File: src/hsc_pkg.sv
// Shared constants, register map and counter wiring tables of the bank
package hsc_pkg;

	// ****************************************
	// Sizes
	// ****************************************
	localparam int NCNT = 21;
	localparam int NPIN = 8;
	localparam int NSGL = 11;
	localparam int VW = 32;
	localparam int AW = 12;

	// ****************************************
	// Register map
	// ****************************************
	localparam logic [AW-1:0] OFS_CTRL = 12'h000;
	localparam logic [AW-1:0] OFS_DIRCTL = 12'h004;
	localparam logic [AW-1:0] OFS_ENABLE = 12'h008;
	localparam logic [AW-1:0] OFS_FORCE_SW = 12'h00c;
	localparam logic [AW-1:0] OFS_DIRFLAG = 12'h010;
	localparam logic [AW-1:0] OFS_SWMODE = 12'h014;
	localparam logic [AW-1:0] OFS_OVERRUN = 12'h018;
	localparam logic [AW-1:0] OFS_PINS = 12'h01c;
	localparam logic [AW-1:0] OFS_VALUE = 12'h040;

	// Control register fields
	localparam int CTRL_W = 7;
	localparam int BIT_FUNC = 0;
	localparam int BIT_RSTPOL = 1;
	localparam int BIT_REMAP_A = 2;
	localparam int BIT_REMAP_B = 3;
	localparam int BIT_REMAP_C = 4;
	localparam int BIT_X4_A = 5;
	localparam int BIT_X4_B = 6;

	// Reset values
	localparam logic [CTRL_W-1:0] CTRL_RST = 7'h00;
	localparam logic [NSGL-1:0] DIRCTL_RST = 11'h000;
	localparam logic [NCNT-1:0] ENABLE_RST = 21'h000000;
	localparam logic [NCNT-1:0] FORCE_SW_RST = 21'h000000;
	localparam logic [NCNT-1:0] OVERRUN_RST = 21'h000000;
	localparam logic [VW-1:0] VALUE_RST = 32'h00000000;

	// ****************************************
	// Timing
	// ****************************************
	localparam int CLK_NS = 20;
	localparam int SW_GAP_NS = 200;
	localparam int SW_TOTAL_GAP_NS = 40;
	localparam int SW_GAP_CYC = (SW_GAP_NS + CLK_NS - 1) / CLK_NS;
	localparam int SW_TOTAL_CYC = (SW_TOTAL_GAP_NS + CLK_NS - 1) / CLK_NS;
	localparam int GAP_W = 8;

	// ****************************************
	// Counter kinds and wiring
	// ****************************************
	typedef enum logic [2:0] {
		HSC_SINGLE = 3'b001,
		HSC_DUAL = 3'b010,
		HSC_QUAD = 3'b100
	} hsc_kind_t;

	localparam int Q_HW_B = 18;
	localparam logic [NCNT-1:0] SW_BASE = 21'h1af7c0;
	localparam logic [NCNT-1:0] HAS_R = 21'h1ef7c0;
	localparam logic [NCNT-1:0] HAS_S = 21'h18c600;
	localparam logic [NCNT-1:0] REMAP_A = 21'h000200;
	localparam logic [NCNT-1:0] REMAP_B = 21'h000400;
	localparam logic [NCNT-1:0] REMAP_C = 21'h042000;
	localparam logic [NCNT-1:0] X4_A = 21'h0b0000;
	localparam logic [NCNT-1:0] X4_B = 21'h140000;
	localparam logic [NCNT-1:0][2:0] PIN_A = {
		3'h3, 3'h0, 3'h3, 3'h0, 3'h0, 3'h3, 3'h0, 3'h3, 3'h0, 3'h0,
		3'h2, 3'h0, 3'h4, 3'h2, 3'h0, 3'h5, 3'h4, 3'h3, 3'h2, 3'h1,
		3'h0};
	localparam logic [NCNT-1:0][2:0] PIN_OP = {
		3'h3, 3'h0, 3'h3, 3'h0, 3'h0, 3'h3, 3'h0, 3'h3, 3'h0, 3'h0,
		3'h7, 3'h6, 3'h4, 3'h2, 3'h0, 3'h5, 3'h4, 3'h3, 3'h2, 3'h1,
		3'h0};
	localparam logic [NCNT-1:0][2:0] PIN_B = {
		3'h4, 3'h1, 3'h4, 3'h1, 3'h1, 3'h4, 3'h1, 3'h4, 3'h1, 3'h1,
		3'h0, 3'h0, 3'h0, 3'h0, 3'h0, 3'h0, 3'h0, 3'h0, 3'h0, 3'h0,
		3'h0};
	localparam logic [NCNT-1:0][2:0] PIN_R = {
		3'h5, 3'h2, 3'h5, 3'h2, 3'h0, 3'h5, 3'h2, 3'h5, 3'h2, 3'h0,
		3'h3, 3'h1, 3'h5, 3'h3, 3'h1, 3'h0, 3'h0, 3'h0, 3'h0, 3'h0,
		3'h0};
	localparam logic [NCNT-1:0][2:0] PIN_S = {
		3'h7, 3'h6, 3'h0, 3'h0, 3'h0, 3'h7, 3'h6, 3'h0, 3'h0, 3'h0,
		3'h7, 3'h6, 3'h0, 3'h0, 3'h0, 3'h0, 3'h0, 3'h0, 3'h0, 3'h0,
		3'h0};
	localparam logic [NCNT-1:0][2:0] KIND = {
		3'b100, 3'b100, 3'b100, 3'b100, 3'b100,
		3'b010, 3'b010, 3'b010, 3'b010, 3'b010,
		3'b001, 3'b001, 3'b001, 3'b001, 3'b001, 3'b001, 3'b001,
		3'b001, 3'b001, 3'b001, 3'b001};

endpackage : hsc_pkg
File: src/hsc_bank.sv
// Bank of 21 pulse counters on eight input pins, with an APB slave
`timescale 1ns/1ps

module hsc_bank (
	input wire logic pclk,
	input wire logic presetn,
	input wire logic psel,
	input wire logic penable,
	input wire logic pwrite,
	input wire logic [11:0] paddr,
	input wire logic [31:0] pwdata,
	output logic [31:0] prdata,
	output logic pready,
	output logic pslverr,
	input wire logic [7:0] input_pins
);

	// ****************************************
	// State
	// ****************************************
	typedef struct packed {
		logic [hsc_pkg::NPIN-1:0] s1;
		logic [hsc_pkg::NPIN-1:0] s2;
		logic [hsc_pkg::NPIN-1:0] s3;
		logic [hsc_pkg::NPIN-1:0] pins;
		logic [hsc_pkg::CTRL_W-1:0] ctrl;
		logic [hsc_pkg::NSGL-1:0] dirctl;
		logic [hsc_pkg::NCNT-1:0] enable;
		logic [hsc_pkg::NCNT-1:0] force_sw;
		logic [hsc_pkg::NCNT-1:0] overrun;
		logic [hsc_pkg::GAP_W-1:0] gap;
		logic [31:0] prdata;
		logic pready;
		logic pslverr;
	} hsc_bank_t;

	hsc_bank_t cur;
	hsc_bank_t next_cur;

	logic [hsc_pkg::NCNT-1:0][31:0] value;
	logic [hsc_pkg::NCNT-1:0] dir;
	logic [hsc_pkg::NCNT-1:0] req;
	logic [hsc_pkg::NCNT-1:0] drop;
	logic [hsc_pkg::NCNT-1:0] grant;
	logic [hsc_pkg::NCNT-1:0] sw_mode;
	logic [hsc_pkg::NCNT-1:0] load;
	logic [hsc_pkg::NCNT:0] chain;
	logic func;
	logic gap_ok;
	logic wr;
	logic rd_go;
	logic [31:0] rdata;
	logic rerr;
	// One-hot register selects
	logic sel_ctrl;
	logic sel_dirctl;
	logic sel_enable;
	logic sel_force_sw;
	logic sel_dirflag;
	logic sel_swmode;
	logic sel_overrun;
	logic sel_pins;
	logic sel_value;
	logic [4:0] val_idx;

	// ****************************************
	// Bus qualifiers
	// ****************************************
	assign func = cur.ctrl[hsc_pkg::BIT_FUNC];
	assign gap_ok = (cur.gap == '0);
	// Writes land on the edge the master sees pready
	assign wr = psel & penable & pwrite & cur.pready;
	assign rd_go = psel & penable & ~cur.pready;
	assign chain[0] = 1'b0;

	// ****************************************
	// Counter cells
	// ****************************************
	genvar gi;
	generate
		for (gi = 0; gi < hsc_pkg::NCNT; gi++) begin : g_cnt
			logic remap;
			logic x4;
			logic has_r;
			logic has_s;
			logic sw;
			logic [2:0] pa;
			logic dctl;

			always_comb begin
				remap = func & (
					(hsc_pkg::REMAP_A[gi] & cur.ctrl[hsc_pkg::BIT_REMAP_A]) |
					(hsc_pkg::REMAP_B[gi] & cur.ctrl[hsc_pkg::BIT_REMAP_B]) |
					(hsc_pkg::REMAP_C[gi] & cur.ctrl[hsc_pkg::BIT_REMAP_C]));
				x4 = func & (
					(hsc_pkg::X4_A[gi] & cur.ctrl[hsc_pkg::BIT_X4_A]) |
					(hsc_pkg::X4_B[gi] & cur.ctrl[hsc_pkg::BIT_X4_B]));
				// Remapped variants lose reset and start
				has_r = hsc_pkg::HAS_R[gi] & ~remap;
				has_s = hsc_pkg::HAS_S[gi] & ~remap;
				pa = remap ? hsc_pkg::PIN_OP[gi] : hsc_pkg::PIN_A[gi];
				if (gi == hsc_pkg::Q_HW_B) begin
					// Inverted reset logic also drops it to software
					sw = remap | cur.force_sw[gi] |
						(func & cur.ctrl[hsc_pkg::BIT_RSTPOL]);
				end else if (remap) begin
					sw = 1'b0;
				end else begin
					sw = hsc_pkg::SW_BASE[gi] | cur.force_sw[gi];
				end
				if (gi < hsc_pkg::NSGL) begin
					dctl = cur.dirctl[gi];
				end else begin
					dctl = 1'b0;
				end
			end

			assign sw_mode[gi] = sw;
			assign load[gi] = wr &
				(paddr == hsc_pkg::OFS_VALUE + 12'(gi * 4));
			// Lowest index wins the shared software slot
			assign chain[gi+1] = chain[gi] | req[gi];
			assign grant[gi] = req[gi] & ~chain[gi] & gap_ok;

			hsc_cell u_cell (
				.pclk(pclk),
				.presetn(presetn),
				.kind(hsc_pkg::KIND[gi]),
				.x4(x4),
				.has_r(has_r),
				.has_s(has_s),
				.rst_pol(func & cur.ctrl[hsc_pkg::BIT_RSTPOL]),
				.sw_mode(sw),
				.enable(cur.enable[gi]),
				.dir_ctl(dctl),
				.in_a(cur.pins[pa]),
				.in_b(cur.pins[hsc_pkg::PIN_B[gi]]),
				.in_r(cur.pins[hsc_pkg::PIN_R[gi]]),
				.in_s(cur.pins[hsc_pkg::PIN_S[gi]]),
				.load(load[gi]),
				.load_val(pwdata),
				.grant(grant[gi]),
				.value(value[gi]),
				.dir(dir[gi]),
				.req(req[gi]),
				.drop(drop[gi])
			);
		end
	endgenerate

	// ****************************************
	// Address decode
	// ****************************************
	always_comb begin
		sel_ctrl = 1'b0;
		sel_dirctl = 1'b0;
		sel_enable = 1'b0;
		sel_force_sw = 1'b0;
		sel_dirflag = 1'b0;
		sel_swmode = 1'b0;
		sel_overrun = 1'b0;
		sel_pins = 1'b0;
		sel_value = 1'b0;
		if (paddr == hsc_pkg::OFS_CTRL) begin
			sel_ctrl = 1'b1;
		end else if (paddr == hsc_pkg::OFS_DIRCTL) begin
			sel_dirctl = 1'b1;
		end else if (paddr == hsc_pkg::OFS_ENABLE) begin
			sel_enable = 1'b1;
		end else if (paddr == hsc_pkg::OFS_FORCE_SW) begin
			sel_force_sw = 1'b1;
		end else if (paddr == hsc_pkg::OFS_DIRFLAG) begin
			sel_dirflag = 1'b1;
		end else if (paddr == hsc_pkg::OFS_SWMODE) begin
			sel_swmode = 1'b1;
		end else if (paddr == hsc_pkg::OFS_OVERRUN) begin
			sel_overrun = 1'b1;
		end else if (paddr == hsc_pkg::OFS_PINS) begin
			sel_pins = 1'b1;
		end else if (paddr >= hsc_pkg::OFS_VALUE &&
			paddr < hsc_pkg::OFS_VALUE + 12'(hsc_pkg::NCNT * 4) &&
			paddr[1:0] == 2'h0) begin
			sel_value = 1'b1;
		end
	end

	// Counter index of a value word
	assign val_idx = 5'(paddr[11:2] - hsc_pkg::OFS_VALUE[11:2]);

	// ****************************************
	// Read decode
	// ****************************************
	always_comb begin
		rdata = 32'h00000000;
		rerr = 1'b0;
		if (sel_ctrl) begin
			rdata = {25'h0000000, cur.ctrl};
		end else if (sel_dirctl) begin
			rdata = {21'h000000, cur.dirctl};
		end else if (sel_enable) begin
			rdata = {11'h000, cur.enable};
		end else if (sel_force_sw) begin
			rdata = {11'h000, cur.force_sw};
		end else if (sel_dirflag) begin
			rdata = {11'h000, dir};
		end else if (sel_swmode) begin
			rdata = {11'h000, sw_mode};
		end else if (sel_overrun) begin
			rdata = {11'h000, cur.overrun};
		end else if (sel_pins) begin
			rdata = {24'h000000, cur.pins};
		end else if (sel_value) begin
			rdata = value[val_idx];
		end else begin
			rerr = 1'b1;
		end
	end

	// ****************************************
	// Next state
	// ****************************************
	always_comb begin
		next_cur = cur;
		// Three-stage input sync, accept when last two agree
		next_cur.s1 = input_pins;
		next_cur.s2 = cur.s1;
		next_cur.s3 = cur.s2;
		for (int i = 0; i < hsc_pkg::NPIN; i++) begin
			if (cur.s2[i] == cur.s3[i]) begin
				next_cur.pins[i] = cur.s3[i];
			end
		end
		// APB answer one cycle into the access phase
		next_cur.pready = rd_go;
		if (rd_go) begin
			next_cur.prdata = pwrite ? 32'h00000000 : rdata;
			next_cur.pslverr = rerr;
		end else begin
			next_cur.prdata = 32'h00000000;
			next_cur.pslverr = 1'b0;
		end
		if (wr) begin
			if (sel_ctrl) begin
				next_cur.ctrl = pwdata[hsc_pkg::CTRL_W-1:0];
			end else if (sel_dirctl) begin
				next_cur.dirctl = pwdata[hsc_pkg::NSGL-1:0];
			end else if (sel_enable) begin
				next_cur.enable = pwdata[hsc_pkg::NCNT-1:0];
			end else if (sel_force_sw) begin
				next_cur.force_sw = pwdata[hsc_pkg::NCNT-1:0];
			end else if (sel_overrun) begin
				next_cur.overrun = cur.overrun & ~pwdata[hsc_pkg::NCNT-1:0];
			end
		end
		// Lost software pulses; set wins over clear
		next_cur.overrun = next_cur.overrun | drop;
		// Bank-wide pacing of software counting
		if (|grant) begin
			next_cur.gap = hsc_pkg::GAP_W'(hsc_pkg::SW_TOTAL_CYC);
		end else if (!gap_ok) begin
			next_cur.gap = cur.gap - 8'h1;
		end
	end

	// ****************************************
	// Registers
	// ****************************************
	always_ff @(posedge pclk or negedge presetn) begin
		if (!presetn) begin
			cur.s1 <= '0;
			cur.s2 <= '0;
			cur.s3 <= '0;
			cur.pins <= '0;
			cur.ctrl <= hsc_pkg::CTRL_RST;
			cur.dirctl <= hsc_pkg::DIRCTL_RST;
			cur.enable <= hsc_pkg::ENABLE_RST;
			cur.force_sw <= hsc_pkg::FORCE_SW_RST;
			cur.overrun <= hsc_pkg::OVERRUN_RST;
			cur.gap <= '0;
			cur.prdata <= 32'h00000000;
			cur.pready <= 1'b0;
			cur.pslverr <= 1'b0;
		end else begin
			cur <= next_cur;
		end
	end

	// ****************************************
	// Outputs
	// ****************************************
	assign prdata = cur.prdata;
	assign pready = cur.pready;
	assign pslverr = cur.pslverr;

endmodule : hsc_bank

File: src/hsc_cell.sv
// One 32-bit up/down pulse counter with reset, start and pacing
`timescale 1ns/1ps
module hsc_cell (
	input wire logic pclk,
	input wire logic presetn,
	input wire logic [2:0] kind,
	input wire logic x4,
	input wire logic has_r,
	input wire logic has_s,
	input wire logic rst_pol,
	input wire logic sw_mode,
	input wire logic enable,
	input wire logic dir_ctl,
	input wire logic in_a,
	input wire logic in_b,
	input wire logic in_r,
	input wire logic in_s,
	input wire logic load,
	input wire logic [31:0] load_val,
	input wire logic grant,
	output logic [31:0] value,
	output logic dir,
	output logic req,
	output logic drop
);

	typedef struct packed {
		logic [hsc_pkg::VW-1:0] value;
		logic dir;
		logic pa;
		logic pb;
		logic pr;
		logic ps;
		logic run;
		logic [hsc_pkg::GAP_W-1:0] gap;
	} hsc_cell_t;

	hsc_cell_t cur;
	hsc_cell_t next_cur;
	logic rise_a;
	logic rise_b;
	logic step;
	logic down;
	logic want;
	logic cnt;
	logic rst_ev;

	always_comb begin
		next_cur = cur;
		rise_a = in_a & ~cur.pa;
		rise_b = in_b & ~cur.pb;
		step = 1'b0;
		down = 1'b0;
		case (kind)
			hsc_pkg::HSC_SINGLE: begin
				step = rise_a;
				down = dir_ctl;
			end
			hsc_pkg::HSC_DUAL: begin
				step = rise_a ^ rise_b;
				down = rise_b;
			end
			default: begin
				if (x4) begin
					step = (in_a ^ cur.pa) ^ (in_b ^ cur.pb);
					down = cur.pa ^ in_b;
				end else begin
					step = rise_a;
					down = in_b;
				end
			end
		endcase
		// Start input gates counting
		want = enable & (cur.run | ~has_s) & step;
		req = want & sw_mode & (cur.gap == '0);
		drop = want & sw_mode & ~grant;
		cnt = want & (~sw_mode | grant);
		rst_ev = has_r & (rst_pol ? (cur.pr & ~in_r) : (in_r & ~cur.pr));
		if (has_s & in_s & ~cur.ps) begin
			next_cur.run = 1'b1;
		end
		if (kind == hsc_pkg::HSC_SINGLE) begin
			next_cur.dir = dir_ctl;
		end else if (cnt) begin
			next_cur.dir = down;
		end
		if (load) begin
			next_cur.value = load_val;
		end else if (rst_ev) begin
			next_cur.value = hsc_pkg::VALUE_RST;
			next_cur.run = 1'b0;
		end else if (cnt) begin
			next_cur.value = down ? cur.value - 32'h1 : cur.value + 32'h1;
		end
		if (cnt & sw_mode) begin
			next_cur.gap = hsc_pkg::GAP_W'(hsc_pkg::SW_GAP_CYC);
		end else if (cur.gap != '0) begin
			next_cur.gap = cur.gap - 8'h1;
		end
		next_cur.pa = in_a;
		next_cur.pb = in_b;
		next_cur.pr = in_r;
		next_cur.ps = in_s;
	end

	always_ff @(posedge pclk or negedge presetn) begin
		if (!presetn) begin
			cur <= '0;
		end else begin
			cur <= next_cur;
		end
	end

	assign value = cur.value;
	assign dir = cur.dir;

endmodule : hsc_cell

File: config.mk
export PLATFORM = sky130hd
export DESIGN_NAME = hsc_bank
export DESIGN_NICKNAME = d
export VERILOG_FILES = /design/src/hsc_pkg.sv /design/src/hsc_bank.sv /design/src/hsc_cell.sv
export SDC_FILE = /design/constraint.sdc
export NUM_CORES = 2
export LEC_CHECK = 0
export BUFFER_PORTS_ARGS = -buffer_cell sky130_fd_sc_hd__buf_2
export CAP_MARGIN = 20
export CORE_UTILIZATION = 41
export CTS_BUF_LIST = sky130_fd_sc_hd__clkbuf_2 sky130_fd_sc_hd__clkbuf_4 sky130_fd_sc_hd__clkbuf_8
export CTS_CLUSTER_SIZE = 28
export DETAILED_ROUTE_END_ITERATION = 10
export PLACE_DENSITY = 0.57
export SETUP_SLACK_MARGIN = 0.05
export SKIP_CTS_REPAIR_TIMING = 1
export SLEW_MARGIN = 40
export SYNTH_ARGS = -nofsm -noshare
export SYNTH_HDL_FRONTEND = slang
export SYNTH_SLANG_ARGS = --single-unit
File: constraint.sdc
create_clock -name pclk -period 23.4 [get_ports pclk]
set_input_delay 2.34 -clock pclk [delete_from_list [all_inputs] [get_ports pclk]]
set_output_delay 2.34 -clock pclk [all_outputs]
set_load 0.01 [all_outputs]
==> impl_metrics.env <==
export IMPL_dp_hpwl_mm=238.9
export IMPL_placed_area_um2=84870
export IMPL_pwr_density_cell_nw_per_um2=61.95
export IMPL_coreArea_um2=197200
export IMPL_critical_path_startpoint="cur[124]"
export IMPL_synthArstFlopShare=1.000
export IMPL_required_ps=24240
export IMPL_finalNonFillerCells=12270
export IMPL_pin_count=91
export IMPL_grt_setup_unrepaired="no"
export IMPL_grt_antenna_before_repair=39
export IMPL_cts_sinks=1032
export IMPL_fmax_ghz=0.1753
export IMPL_leakage_nw=39.82
export IMPL_ys_types=102
export IMPL_cap_violations=0
export IMPL_gp_congestion=0.9763
export IMPL_wl_per_cell_um=27.41
export IMPL_viasPerCell=6.201
export IMPL_finalSetupViolations=0
export IMPL_synth_top_area_share=0.3172
export IMPL_dr_first_iter_drc_count=8597
export IMPL_place_inst=11910
export IMPL_fin_crit_ps=5704
export IMPL_first_pass_iters=8
export IMPL_track_usage=0.3307
export IMPL_drt_total_wl_mm=336.4
export IMPL_die_area_um2=200400
export IMPL_yosys_area_top_type="dfrtp_1"
export IMPL_cp_arrival_ps=6540
export IMPL_clock_latency_ps=1020
export IMPL_rows=163
export IMPL_syn_area_um2=81420
export IMPL_hold_path_class="reg2reg"
export IMPL_final_nets=10210
export IMPL_whs_path_depth=0
export IMPL_drc_errors=0
export IMPL_cts_root_buf="clkbuf_8"
export IMPL_r2r_cells=16
export IMPL_place_ws_ps=17060
export IMPL_n_fill_cell=19180
export IMPL_status="completed"
export IMPL_ant_nets=0
export IMPL_clk_pin_slew_worst_paths_ps=60
export IMPL_syn2layout_area_growth_pct=9.815
export IMPL_yosysWarnings=0
export IMPL_die_w_um=447.6
export IMPL_skew_ps=73.10
export IMPL_hp_start="cur[147]"
export IMPL_drive_gt1_frac=0.1059
export IMPL_grt_pass1_vias=70470
export IMPL_vias=76110
export IMPL_period_share=0.2438
export IMPL_start_kind="register"
export IMPL_synth_edf_count=0
export IMPL_synth_avg_cell_area_um2=8.584
export IMPL_clockBufferDepth=3
export IMPL_grt_pass1_wl_mm=488.8
export IMPL_report_final_slew_viol_count=0
export IMPL_cts_tree="done"
export IMPL_cp_max_fo=56
export IMPL_synthCells=9485
export IMPL_ys_ff_latch=1032
export IMPL_worst_slack_ps=17700
export IMPL_htreeDepth=4
export IMPL_crit_type="reg2reg"
export IMPL_worst_pin_slew_ps=995.4
export IMPL_crit_reg2reg_launch="cur[124]"
export IMPL_cts_buffers_inserted=195
export IMPL_ys_flop_type="dfrtp_1"
export IMPL_grt_remaining_overflow=0
export IMPL_grt_start_max_net_pins=150
export IMPL_fin_area_um2=89410
export IMPL_hold_viol_final=0
export IMPL_tns_ps=0
export IMPL_synth_fp_nets=10230
export IMPL_seq_area_frac_synth=0.3172
export IMPL_seqCellArea_um2=25830
export IMPL_portBuffers=90
export IMPL_synth_area_leaders="dfrtp_1 (32%), ha_1 (10%), a21oi_1 (6.4%)"
export IMPL_multi_input_area_um2=53070
export IMPL_end_kind="register"
export IMPL_vdd_drop_max_mv=0.05760
export IMPL_initial_utilization=0.4128
export IMPL_fp_dieH_um=447.6
export IMPL_max_slew_margin=0.3364
==> metrics by stage <==
step	power [mW]	util	hold slack, ps
final	5.539	0.4534	353.8
after global routing	5.797	0.4533	352.2
after CTS	5.546	0.4525	356.4
after detailed placement	3.522	0.4304	338.0
after global placement	3.495	0.4293	340.4
after floorplan	3.063	-	331.2
==> state kept, by name (all words and copies together) (netlist names) <==
signal,cells
g_cnt.u_cell.value,672
g_cnt.u_cell.cur,184
cur,121
prdata,32
g_cnt.u_cell.dir,21
pready,1
pslverr,1
==> layout by cell type, fill, tap and decap left out, drive strengths merged, types with 25 or more instances in the layout <==
master / instances
a211oi: 66
a21o: 294
a21oi: 1039
a221oi: 54
a22o: 78
a22oi: 54
a31oi: 89
and2: 44
and3: 75
buf: 244
clkbuf: 313
clkinv: 26
dfrtp: 1032
ha: 665
inv: 262
mux2: 75
mux2i: 48
mux4: 192
nand2: 1043
nand2b: 124
nand3: 154
nand4: 48
nor2: 946
nor2b: 95
nor3: 209
nor3b: 25
nor4: 48
o211ai: 35
o21a: 97
o21ai: 856
o21bai: 83
o31ai: 58
or2: 31
or3: 64
or4: 32
xnor2: 378
xor2: 279
==> cells in the mapped netlist, types with 124 or more instances <==
cell type and number:
nand2_1 1042, nand2b_1 124, nand3_1 153, nor3_1 206, nor2_1 943, inv_1 251, mux4_2 192, xnor2_1 378
a21oi_1 1039, xor2_1 278, ha_1 665, dfrtp_1 1032, clkbuf_1 330, a21o_1 294, o21ai_0 848
==> worst paths after layout <==
kind                            slack (ps)                    endpoint
worst max-delay path                 17700  g_cnt[14].u_cell.value[31]
worst min-delay path                   350                    cur[139]
worst max register to register       17700  g_cnt[14].u_cell.value[31]
worst min register to register         350                    cur[139]
max in group asynchronous            19240    g_cnt[5].u_cell.value[4]
min in group asynchronous             1180  g_cnt[16].u_cell.value[19]
==> critical path, stage by stage (launching register included) <==
cell       delay (ps)
dfrtp_1           520
ha_4              350
buf_6             570
buf_4             570
ha_1              390
a2111oi_0         520
o21ai_0           400
a22oi_1           580
or4_1             220
a21oi_1           100
o21ai_0           300
a31oi_1           160
o21ai_0           260
a21oi_1           110
nor3_1            220
xnor2_1           150
o21ai_0            90
==> cell families (layout without fill, tap and decap cells) <==
kind of cell | Yosys count | in the layout | share of synthesized area
flops | 1032 | 1032 | 0.3172
mux | 315 | 315 | 0.06938
buf+inv | 710 | 850 | 0.03544
xor+xnor | 657 | 657 | 0.07091
other cells | 0 | 9 | 0
simple gates | 3010 | 3010 | 0.1689
compound gates | 3067 | 3067 | 0.2299
fa+ha+maj | 694 | 694 | 0.1083
==> area by class of cell <==
cell class,instances,share of cell area
Clock buffer,313,0.04482
Timing Repair Buffer,244,0.02102
Inverter,251,0.01054
Tap cell,2640,0.03694
Sequential cell,1032,0.2889
Antenna cell,9,0.0002519
Clock inverter,42,0.003932
Multi-Input combinational cell,7743,0.5936
==> routing by layer <==
| metal | share of wire | vias up | global-route usage |
|---|---|---|---|
| met5 | 0.00097 | - | 0 |
| met4 | 0.054 | 22 | 0.1572 |
| met3 | 0.095 | 701 | 0.06405 |
| met2 | 0.42 | 3481 | 0.4898 |
| met1 | 0.43 | 37340 | 0.4609 |
| li1 | - | 34570 | - |
==> where the power goes <==
group	leakage, nW	total [mW]	switching, mW	internal (mW)
Sequential	12.6	2.15	0.191	1.96
Combinational	24.9	1.37	0.827	0.543
Clock	2.33	2.02	0.898	1.12
Total	39.8	5.54	1.92	3.62
(Power assumes the default switching activity.)
